## src/logic/srd_pkg.sv

```systemverilog
// package: constants and types for the standby-release detect configuration block
package srd_pkg;
   localparam int          NUM_CH          = 4;
   localparam int          ADDR_W          = 8;
   localparam int          DATA_W          = 32;
   // register byte addresses
   localparam logic [7:0]  OFS_DETECT_CTRL = 8'h00;
   localparam logic [7:0]  OFS_PEND_STATUS = 8'h04;
   localparam logic [7:0]  OFS_PEND_MASK   = 8'h08;
   localparam logic [7:0]  OFS_CLEAR       = 8'h0C;
   // per-channel field layout inside one byte lane
   localparam int          LANE_W          = 8;
   localparam int          MODE_LSB        = 4;
   localparam int          STAT_LSB        = 2;
   localparam int          UNDEF_BIT       = 1;
   localparam int          EN_BIT          = 0;
   // detection mode codes
   localparam logic [2:0]  MODE_LOW        = 3'h0;
   localparam logic [2:0]  MODE_HIGH       = 3'h1;
   localparam logic [2:0]  MODE_FALL       = 3'h2;
   localparam logic [2:0]  MODE_RISE       = 3'h3;
   localparam logic [2:0]  MODE_BOTH       = 3'h4;
   localparam logic [2:0]  MODE_RESET      = MODE_FALL;
   // detected-edge codes
   localparam logic [1:0]  EDGE_NONE       = 2'h0;
   localparam logic [1:0]  EDGE_RISE       = 2'h1;
   localparam logic [1:0]  EDGE_FALL       = 2'h2;
   localparam logic [1:0]  EDGE_BOTH       = 2'h3;
   // value driven onto the undefined bit
   localparam logic        UNDEF_VALUE     = 1'b0;
   localparam logic [1:0]  RESP_OKAY       = 2'h0;
   localparam logic [1:0]  RESP_SLVERR     = 2'h2;

   typedef enum logic [1:0] {
      ST_IDLE,
      ST_RESP
   } srd_bus_state_t;
endpackage

```

## src/logic/srd_edge_det.sv

```systemverilog
// per-channel level/edge detector with detected-edge record
`timescale 1ns/100ps
module srd_edge_det
   import srd_pkg::*;
(
   input  wire logic       clock_i,
   input  wire logic       rst_b_i,
   input  wire logic       pin_i,
   input  wire logic [2:0] mode_i,
   input  wire logic       enable_i,
   input  wire logic       clear_i,
   output logic            request_o,
   output logic [1:0]      edge_o
);
   logic       prev_reg;
   logic       prev_next;
   logic [1:0] edge_reg;
   logic [1:0] edge_next;
   logic       rise;
   logic       fall;
   logic       hit;

   always_comb begin
      rise      = pin_i & ~prev_reg;
      fall      = ~pin_i & prev_reg;
      prev_next = pin_i;
      unique case (mode_i)
         MODE_LOW:  hit = ~pin_i;
         MODE_HIGH: hit = pin_i;
         MODE_FALL: hit = fall;
         MODE_RISE: hit = rise;
         MODE_BOTH: hit = rise | fall;
         default:   hit = 1'b0;                             // prohibited codes detect nothing
      endcase
      request_o = hit & enable_i;
      edge_next = edge_reg;
      // record only in both-edge mode; other modes leave stale content
      if (enable_i && mode_i == MODE_BOTH) begin
         edge_next = edge_reg | {fall, rise};
      end
      if (clear_i) begin
         edge_next = EDGE_NONE;
         if (enable_i && mode_i == MODE_BOTH) begin
            edge_next = {fall, rise};                       // a new edge wins over the clear
         end
      end
   end

   always_ff @(posedge clock_i or negedge rst_b_i) begin
      if (!rst_b_i) begin
         prev_reg <= 1'b0;
         edge_reg <= EDGE_NONE;
      end else begin
         prev_reg <= prev_next;
         edge_reg <= edge_next;
      end
   end

   assign edge_o = edge_reg;
endmodule

```

## src/logic/srd_axil_slave.sv

```systemverilog
// AXI4-Lite slave front end: one write and one read at a time
`timescale 1ns/100ps
module srd_axil_slave
   import srd_pkg::*;
(
   input  wire logic                clock_i,
   input  wire logic                rst_b_i,
   input  wire logic [ADDR_W-1:0]   s_axi_awaddr,
   input  wire logic                s_axi_awvalid,
   output logic                     s_axi_awready,
   input  wire logic [DATA_W-1:0]   s_axi_wdata,
   input  wire logic [3:0]          s_axi_wstrb,
   input  wire logic                s_axi_wvalid,
   output logic                     s_axi_wready,
   output logic [1:0]               s_axi_bresp,
   output logic                     s_axi_bvalid,
   input  wire logic                s_axi_bready,
   input  wire logic [ADDR_W-1:0]   s_axi_araddr,
   input  wire logic                s_axi_arvalid,
   output logic                     s_axi_arready,
   output logic [DATA_W-1:0]        s_axi_rdata,
   output logic [1:0]               s_axi_rresp,
   output logic                     s_axi_rvalid,
   input  wire logic                s_axi_rready,
   output logic                     wr_en_o,
   output logic [ADDR_W-1:0]        wr_addr_o,
   output logic [DATA_W-1:0]        wr_data_o,
   output logic [3:0]               wr_strb_o,
   input  wire logic                wr_ok_i,
   output logic [ADDR_W-1:0]        rd_addr_o,
   input  wire logic [DATA_W-1:0]   rd_data_i,
   input  wire logic                rd_ok_i
);
   logic                aw_have_reg,  aw_have_next;
   logic                w_have_reg,   w_have_next;
   logic [ADDR_W-1:0]   awaddr_reg,   awaddr_next;
   logic [DATA_W-1:0]   wdata_reg,    wdata_next;
   logic [3:0]          wstrb_reg,    wstrb_next;
   logic                bvalid_reg,   bvalid_next;
   logic [1:0]          bresp_reg,    bresp_next;
   logic                rvalid_reg,   rvalid_next;
   logic [1:0]          rresp_reg,    rresp_next;
   logic [DATA_W-1:0]   rdata_reg,    rdata_next;

   always_comb begin
      s_axi_awready = ~aw_have_reg & ~bvalid_reg;
      s_axi_wready  = ~w_have_reg & ~bvalid_reg;
      s_axi_arready = ~rvalid_reg;
      aw_have_next  = aw_have_reg;
      w_have_next   = w_have_reg;
      awaddr_next   = awaddr_reg;
      wdata_next    = wdata_reg;
      wstrb_next    = wstrb_reg;
      bvalid_next   = bvalid_reg;
      bresp_next    = bresp_reg;
      rvalid_next   = rvalid_reg;
      rresp_next    = rresp_reg;
      rdata_next    = rdata_reg;
      if (s_axi_awvalid && s_axi_awready) begin
         aw_have_next = 1'b1;
         awaddr_next  = s_axi_awaddr;
      end
      if (s_axi_wvalid && s_axi_wready) begin
         w_have_next = 1'b1;
         wdata_next  = s_axi_wdata;
         wstrb_next  = s_axi_wstrb;
      end
      wr_en_o   = aw_have_reg & w_have_reg;
      wr_addr_o = awaddr_reg;
      wr_data_o = wdata_reg;
      wr_strb_o = wstrb_reg;
      if (wr_en_o) begin
         aw_have_next = 1'b0;
         w_have_next  = 1'b0;
         bvalid_next  = 1'b1;
         bresp_next   = wr_ok_i ? RESP_OKAY : RESP_SLVERR;
      end
      if (bvalid_reg && s_axi_bready) begin
         bvalid_next = 1'b0;
      end
      rd_addr_o = s_axi_araddr;
      if (s_axi_arvalid && s_axi_arready) begin
         rvalid_next = 1'b1;
         rdata_next  = rd_ok_i ? rd_data_i : '0;
         rresp_next  = rd_ok_i ? RESP_OKAY : RESP_SLVERR;
      end else if (rvalid_reg && s_axi_rready) begin
         rvalid_next = 1'b0;
      end
   end

   always_ff @(posedge clock_i or negedge rst_b_i) begin
      if (!rst_b_i) begin
         aw_have_reg <= 1'b0;
         w_have_reg  <= 1'b0;
         awaddr_reg  <= '0;
         wdata_reg   <= '0;
         wstrb_reg   <= '0;
         bvalid_reg  <= 1'b0;
         bresp_reg   <= RESP_OKAY;
         rvalid_reg  <= 1'b0;
         rresp_reg   <= RESP_OKAY;
         rdata_reg   <= '0;
      end else begin
         aw_have_reg <= aw_have_next;
         w_have_reg  <= w_have_next;
         awaddr_reg  <= awaddr_next;
         wdata_reg   <= wdata_next;
         wstrb_reg   <= wstrb_next;
         bvalid_reg  <= bvalid_next;
         bresp_reg   <= bresp_next;
         rvalid_reg  <= rvalid_next;
         rresp_reg   <= rresp_next;
         rdata_reg   <= rdata_next;
      end
   end

   assign s_axi_bvalid = bvalid_reg;
   assign s_axi_bresp  = bresp_reg;
   assign s_axi_rvalid = rvalid_reg;
   assign s_axi_rresp  = rresp_reg;
   assign s_axi_rdata  = rdata_reg;
endmodule

```

## src/logic/srd_top.sv

```systemverilog
// standby-release detect configuration: registers, channel detectors and interrupt
//
// Design decisions made here: the register addresses and the AXI4-Lite interface to the registers.
`timescale 1ns/100ps
module srd_top
   import srd_pkg::*;
(
   input  wire logic                clock_i,
   input  wire logic                rst_b_i,
   input  wire logic [NUM_CH-1:0]   ext_request_i,
   output logic [NUM_CH-1:0]        release_request_o,
   output logic                     irq_o,
   input  wire logic [ADDR_W-1:0]   s_axi_awaddr,
   input  wire logic                s_axi_awvalid,
   output logic                     s_axi_awready,
   input  wire logic [DATA_W-1:0]   s_axi_wdata,
   input  wire logic [3:0]          s_axi_wstrb,
   input  wire logic                s_axi_wvalid,
   output logic                     s_axi_wready,
   output logic [1:0]               s_axi_bresp,
   output logic                     s_axi_bvalid,
   input  wire logic                s_axi_bready,
   input  wire logic [ADDR_W-1:0]   s_axi_araddr,
   input  wire logic                s_axi_arvalid,
   output logic                     s_axi_arready,
   output logic [DATA_W-1:0]        s_axi_rdata,
   output logic [1:0]               s_axi_rresp,
   output logic                     s_axi_rvalid,
   input  wire logic                s_axi_rready
);
   logic                wr_en;
   logic [ADDR_W-1:0]   wr_addr;
   logic [DATA_W-1:0]   wr_data;
   logic [3:0]          wr_strb;
   logic [ADDR_W-1:0]   rd_addr;
   logic [DATA_W-1:0]   rd_data;
   logic                rd_ok;
   logic                wr_ok;

   logic [2:0]          mode_reg    [NUM_CH];
   logic [2:0]          mode_next   [NUM_CH];
   logic [NUM_CH-1:0]   en_reg,     en_next;
   logic [NUM_CH-1:0]   pend_reg,   pend_next;
   logic [NUM_CH-1:0]   mask_reg,   mask_next;
   logic [NUM_CH-1:0]   clear_ch;
   logic [NUM_CH-1:0]   req;
   logic [1:0]          edge_st     [NUM_CH];

   // byte lane of one channel inside the control word
   function automatic logic [LANE_W-1:0] lane_of(input logic [DATA_W-1:0] w, input int ch);
      lane_of = w[ch*LANE_W +: LANE_W];
   endfunction

   function automatic logic addr_known(input logic [ADDR_W-1:0] a);
      addr_known = (a == OFS_DETECT_CTRL) || (a == OFS_PEND_STATUS) ||
                   (a == OFS_PEND_MASK)   || (a == OFS_CLEAR);
   endfunction

   srd_axil_slave u_bus (
      .clock_i       (clock_i),
      .rst_b_i       (rst_b_i),
      .s_axi_awaddr  (s_axi_awaddr),
      .s_axi_awvalid (s_axi_awvalid),
      .s_axi_awready (s_axi_awready),
      .s_axi_wdata   (s_axi_wdata),
      .s_axi_wstrb   (s_axi_wstrb),
      .s_axi_wvalid  (s_axi_wvalid),
      .s_axi_wready  (s_axi_wready),
      .s_axi_bresp   (s_axi_bresp),
      .s_axi_bvalid  (s_axi_bvalid),
      .s_axi_bready  (s_axi_bready),
      .s_axi_araddr  (s_axi_araddr),
      .s_axi_arvalid (s_axi_arvalid),
      .s_axi_arready (s_axi_arready),
      .s_axi_rdata   (s_axi_rdata),
      .s_axi_rresp   (s_axi_rresp),
      .s_axi_rvalid  (s_axi_rvalid),
      .s_axi_rready  (s_axi_rready),
      .wr_en_o       (wr_en),
      .wr_addr_o     (wr_addr),
      .wr_data_o     (wr_data),
      .wr_strb_o     (wr_strb),
      .wr_ok_i       (wr_ok),
      .rd_addr_o     (rd_addr),
      .rd_data_i     (rd_data),
      .rd_ok_i       (rd_ok)
   );

   assign wr_ok = addr_known(wr_addr);
   assign rd_ok = addr_known(rd_addr);

   // a write of one to the clear register drops the pending bit and the edge record
   assign clear_ch = (wr_en && wr_addr == OFS_CLEAR && wr_strb[0]) ? wr_data[NUM_CH-1:0] : '0;

   genvar g;
   generate
      for (g = 0; g < NUM_CH; g++) begin : g_ch
         srd_edge_det u_det (
            .clock_i   (clock_i),
            .rst_b_i   (rst_b_i),
            .pin_i     (ext_request_i[g]),
            .mode_i    (mode_reg[g]),
            .enable_i  (en_reg[g]),
            .clear_i   (clear_ch[g]),
            .request_o (req[g]),
            .edge_o    (edge_st[g])
         );
      end
   endgenerate

   always_comb begin
      logic [LANE_W-1:0] lane;
      lane      = '0;
      en_next   = en_reg;
      mask_next = mask_reg;
      for (int c = 0; c < NUM_CH; c++) begin
         mode_next[c] = mode_reg[c];
      end
      if (wr_en && wr_addr == OFS_DETECT_CTRL) begin
         // mode and enable sharing one write is the caller's fault; both are stored as written
         for (int c = 0; c < NUM_CH; c++) begin
            if (wr_strb[c]) begin
               lane         = lane_of(wr_data, c);
               mode_next[c] = lane[MODE_LSB +: 3];
               en_next[c]   = lane[EN_BIT];
            end
         end
      end
      if (wr_en && wr_addr == OFS_PEND_MASK && wr_strb[0]) begin
         mask_next = wr_data[NUM_CH-1:0];
      end
      // set wins over a same-cycle clear
      pend_next = (pend_reg & ~clear_ch) | req;
   end

   always_ff @(posedge clock_i or negedge rst_b_i) begin
      if (!rst_b_i) begin
         for (int c = 0; c < NUM_CH; c++) begin
            mode_reg[c] <= MODE_RESET;
         end
         en_reg   <= '0;
         pend_reg <= '0;
         mask_reg <= '0;
      end else begin
         for (int c = 0; c < NUM_CH; c++) begin
            mode_reg[c] <= mode_next[c];
         end
         en_reg   <= en_next;
         pend_reg <= pend_next;
         mask_reg <= mask_next;
      end
   end

   always_comb begin
      rd_data = '0;
      unique case (rd_addr)
         OFS_DETECT_CTRL: begin
            for (int c = 0; c < NUM_CH; c++) begin
               rd_data[c*LANE_W + MODE_LSB +: 3] = mode_reg[c];
               rd_data[c*LANE_W + STAT_LSB +: 2] = edge_st[c];
               rd_data[c*LANE_W + UNDEF_BIT]     = UNDEF_VALUE;
               rd_data[c*LANE_W + EN_BIT]        = en_reg[c];
            end
         end
         OFS_PEND_STATUS: rd_data[NUM_CH-1:0] = pend_reg;
         OFS_PEND_MASK:   rd_data[NUM_CH-1:0] = mask_reg;
         default:         rd_data = '0;
      endcase
   end

   assign release_request_o = pend_reg;
   assign irq_o             = |(pend_reg & mask_reg);
endmodule

```

## config.mk

```make
export PLATFORM = sky130hd
export DESIGN_NAME = srd_top
export DESIGN_NICKNAME = d
export VERILOG_FILES = /design/src/logic/srd_pkg.sv /design/src/logic/srd_edge_det.sv /design/src/logic/srd_axil_slave.sv /design/src/logic/srd_top.sv
export SDC_FILE = /design/constraint.sdc
export NUM_CORES = 1
export LEC_CHECK = 0
export BUFFER_PORTS_ARGS = -buffer_cell sky130_fd_sc_hd__buf_2
export CORE_MARGIN = 3
export CORE_UTILIZATION = 40
export DETAILED_ROUTE_END_ITERATION = 10
export PLACE_DENSITY_LB_ADDON = 0.15
export SYNTH_ARGS = -nofsm -noshare
export SYNTH_HDL_FRONTEND = slang
export SYNTH_HIERARCHICAL = 1
export SYNTH_SLANG_ARGS = --single-unit
export TNS_END_PERCENT = 20
```

## constraint.sdc

```tcl
create_clock -name clock_i -period 1.7 [get_ports clock_i]
set_input_delay 0.17 -clock clock_i [delete_from_list [all_inputs] [get_ports clock_i]]
set_output_delay 0.17 -clock clock_i [all_outputs]
set_load 0.005 [all_outputs]
```

* After elaboration in Yosys (flattened, before gate mapping)
Index checks and enable logic that the tools add are counted.
** Word-level totals
- Logic and storage cells :: 161
- Register bits after elaboration :: 119
- Input bits :: 63
- Output and inout port bits :: 46
** Operators by class
- Multiplexer cells :: 33
- Equality and inequality tests :: 22
- Bitwise logic cells :: 39
- Reductions and logical operators :: 39
** Operator list (number)
- 8-bit by 4-bit == test with 1-bit output (second input constant) :: 4
- 31-bit 2-to-1 mux :: 1
- 2-bit 2-to-1 mux :: 14
- 3-bit by 2-bit == test with 1-bit output (second input constant) :: 8
- 7-bit 2-to-1 mux :: 3
- 1-bit case mux with 5 select lines :: 4
- 8-bit by 3-bit == test with 1-bit output (second input constant) :: 2
- 8-bit zero test :: 2
- 2-bit nonzero test :: 8
- 1-bit AND :: 15
- 1-bit logical AND :: 14
- 3-bit by 1-bit == test with 1-bit output (second input constant) :: 4
- 3-bit == test (second input constant) :: 4
- 3-bit zero test :: 4
- 1-bit NOT :: 12
- 4-bit case mux with 3 select lines :: 1
- 4-bit AND :: 2
- 1-bit 2-to-1 mux :: 8
- 2-bit bitwise OR :: 4
- 2-bit AND reduction :: 4
- 1-bit logical OR :: 6
- 4-bit 2-to-1 mux :: 1
- 4-bit NOT :: 1
- 1-bit bitwise OR :: 4
- 3 further kinds :: 3

* Depth between registers and ports, before layout
- Depth after elaboration :: 7
- Gate-level depth with buffers :: 8
- Depth with buffers taken out :: 7

* Hierarchy
Netlist, hierarchy kept.
** Modules (own cells, without submodules)
- srd_axil_slave :: area each 3522.1 um^2, sequential area each 2052.0 um^2, cells an instance 262, times used 1
- srd_top :: area each 1386.3 um^2, sequential area each 605.6 um^2, cells an instance 131, times used 1
- srd_edge_det :: area each 198.9 um^2, sequential area each 75.1 um^2, cells an instance 22, times used 4

* Least setup slack after synthesis
Ideal clock, no wire load.
- Kind :: register to register
- Start :: register u_bus.awaddr_reg[1] (netlist: u_bus/wr_addr_o[1])
- End :: register mask_reg[0]
- Setup time :: 0.128 ns
- Data arrival time :: 1.660 ns
- Path slack :: -0.087 ns
- Cell stages (with the launch flop) :: 5
- Required time :: 1.572 ns
- Clock period less this slack :: 1.787 ns
- Path buffers :: 1
- Cells stage by stage :: dfrtp_1 -> or4_4 -> buf_6 -> nor4_4 -> mux2_1
** On the way
- Cells in the longest elaborated chain, start to end :: 3
** Ends and longest elaborated chain
- from (decl) :: line srd_axil_slave.sv:36 : logic [ADDR_W-1:0] awaddr_reg, awaddr_next;
- from (signal assigned) :: line srd_axil_slave.sv:106 : awaddr_reg <= awaddr_next;
- 8-bit by 4-bit == test with 1-bit output :: line srd_top.sv:129 : if (wr_en && wr_addr == OFS_PEND_MASK && wr_strb[0]) begin
- 1-bit logical AND (2 in a row) :: line srd_top.sv:129
- to (signal assigned) :: line srd_top.sv:150 : mask_reg <= mask_next;
- to (decl) :: line srd_top.sv:44 : logic [NUM_CH-1:0] mask_reg, mask_next;
Every way passes these cells.
A chain may end at the register's enable or synchronous reset.

* Final worst setup path
- Start :: register u_bus.awaddr_reg[5] (netlist: u_bus/wr_addr_o[5])
- End :: register mask_reg[0]
The elaborated chain is that of the path after synthesis.

==> impl_metrics.ini <==
[synth]
syn_area_um2 = 5200
syn_inst = 455
ys_warn_count = 6
avgSynthCellArea_um2 = 11.4

[sta]
rsz0062_at_grt = true
finalHoldViolCount = 0
fin_crit_ns = 1.83
period_share_pct = 108
setup_viol = 26
fin_skew_ns = 0.00444
fmax_mhz = 546
layout_setup_ws_ns = -0.131
finalMaxSlewViolations = 0

[cells_and_area]
largest_reg_flops = 32
utilization_pct = 50.4
final_common_cell = dfrtp_1
area_delta_synth_final_pct = 22.8
antenna_cells = 0
nNetsFinal = 638
drive_above_1_share_pct = 35.3
layout_common_cells = dfrtp_1 (101), buf_2 (92), inv_1 (60)

[detailed_routing]
wl_per_cell_um = 14.1
drc = 0
vias_per_cell = 4.54
drtIter0Drc = 121
routed_wl_mm = 10.5
route.vias.total = 3378
dr.pass1.iters = 4
ant_nets = 0

[cts]
htreeDepth = 3
cts_buffers = 9
cts_tree = built
clkTransAtPathRegs_ns = 0.07
worstSkewPairLatency_ns = 0.34
cts_sinks = 105
root_buffer = clkbuf_16
cts_buffer_depth = 2

[min_path]
holdPathStages = 2
worstHoldEndpoint = u_bus/wr_strb_o[1]
min_from = s_axi_wstrb[1]
hp-class = in2reg

[die]
core_um2 = 12700
die_area_um2 = 14400
die_w_um = 120
die_y_um = 120
fp-row-count = 41
ios = 109
start_util_pct = 41.0

[setup_path]
reg2reg_depth = 5
cp-start-kind = register
rrSetupSlack_ns = -0.13
reg2reg_from = u_bus/wr_addr_o[5]
startpoint = u_bus/wr_addr_o[5]
r2r-end = mask_reg[0]
crit_required_ns = 1.92
worst-path-max-fanout = 4
end_kind = register
arrival_ns = 2.06
worst-setup-path-type = reg2reg

[pwr]
p_leak_nw = 3.09
total_power_mw = 7.47
vdd.ir_drop.worst_uv = 860
power_density_nw_per_um2 = 1170

[global_route]
antenna_found_initial = 0
grt_max_degree = 50
overflow = 0
grt_usage_pct = 15.6
grt_pass1_vias = 3498
grt_pass1_wl_mm = 17.9

[placed_design]
gp_congestion = 0.746
dp_hpwl_mm = 7.66
port_buffers = 93
pre_cts_slack_ns = -0.182

[outcome]
status = finished, violations left
violations = setup timing

[job]
cap_violations = 0
## cell type report
class	instances	area [µm²]
repair buffers	122	786
inverters	60	225
flip-flops and latches	105	2630
fillers	1198	6280
clock inverters	1	8.76
multi-input cells	269	2240
clock buffers	15	278
well taps	172	215
## repair_timing
action / 4_1_cts / 5_1_grt
endpoints found under the setup margin: 32 / 33
hold buffers: 7 / 0
pin swaps: 4 / 2
endpoints found under the hold margin: 26 / 0
buffers inserted: 3 / 0
resized for setup: 8 / 10
## worst max-delay path by stage
stage	end	slack, ns	cells past startpoint
after CTS	mask_reg[0]	-0.15	5
after global placement	g_ch[3].u_det/edge_o[1]	-0.12	4
after floorplan	g_ch[1].u_det/edge_o[0]	-0.04	5
after global routing	mask_reg[1]	-0.19	5
final	mask_reg[0]	-0.13	5
after detailed placement	mode_reg[0]	-0.18	4
## per-layer routing
metal	vias up	GRT usage (%)	share of wire, %
met3	7	3.96	4.1
met2	66	23.8	45
li1	1691	-	-
met5	-	0	0
met4	0	4.29	0.79
met1	1614	22.2	50
## critical path, stage by stage, from the launching register on
cell and delay [ns]:
dfrtp_1 0.38, or4_4 0.57, buf_6 0.16, nor4_4 0.12, buf_4 0.19, mux2_4 0.30
## report_power, final
part | leakage (nW) | switching, mW | internal, mW
clock | 0.140 | 0.866 | 1.12
sequential | 1.30 | 0.487 | 3.06
combinational | 1.64 | 0.787 | 1.15
total | 3.09 | 2.14 | 5.33
## stage by stage
step | cells | TNS, ns | hold slack (ns) | area, µm²
after floorplan | 462 | -0.655 | -0.126 | 5250
after global placement | 718 | -2.51 | 0.0934 | 5950
after detailed placement | 718 | -3.88 | 0.0967 | 5950
after CTS | 744 | -2.15 | 0.0394 | 6350
after global routing | 744 | -4.68 | 0.0421 | 6390
final | 744 | -2.11 | 0.0561 | 6390
Power figures use the tool's default switching activity.
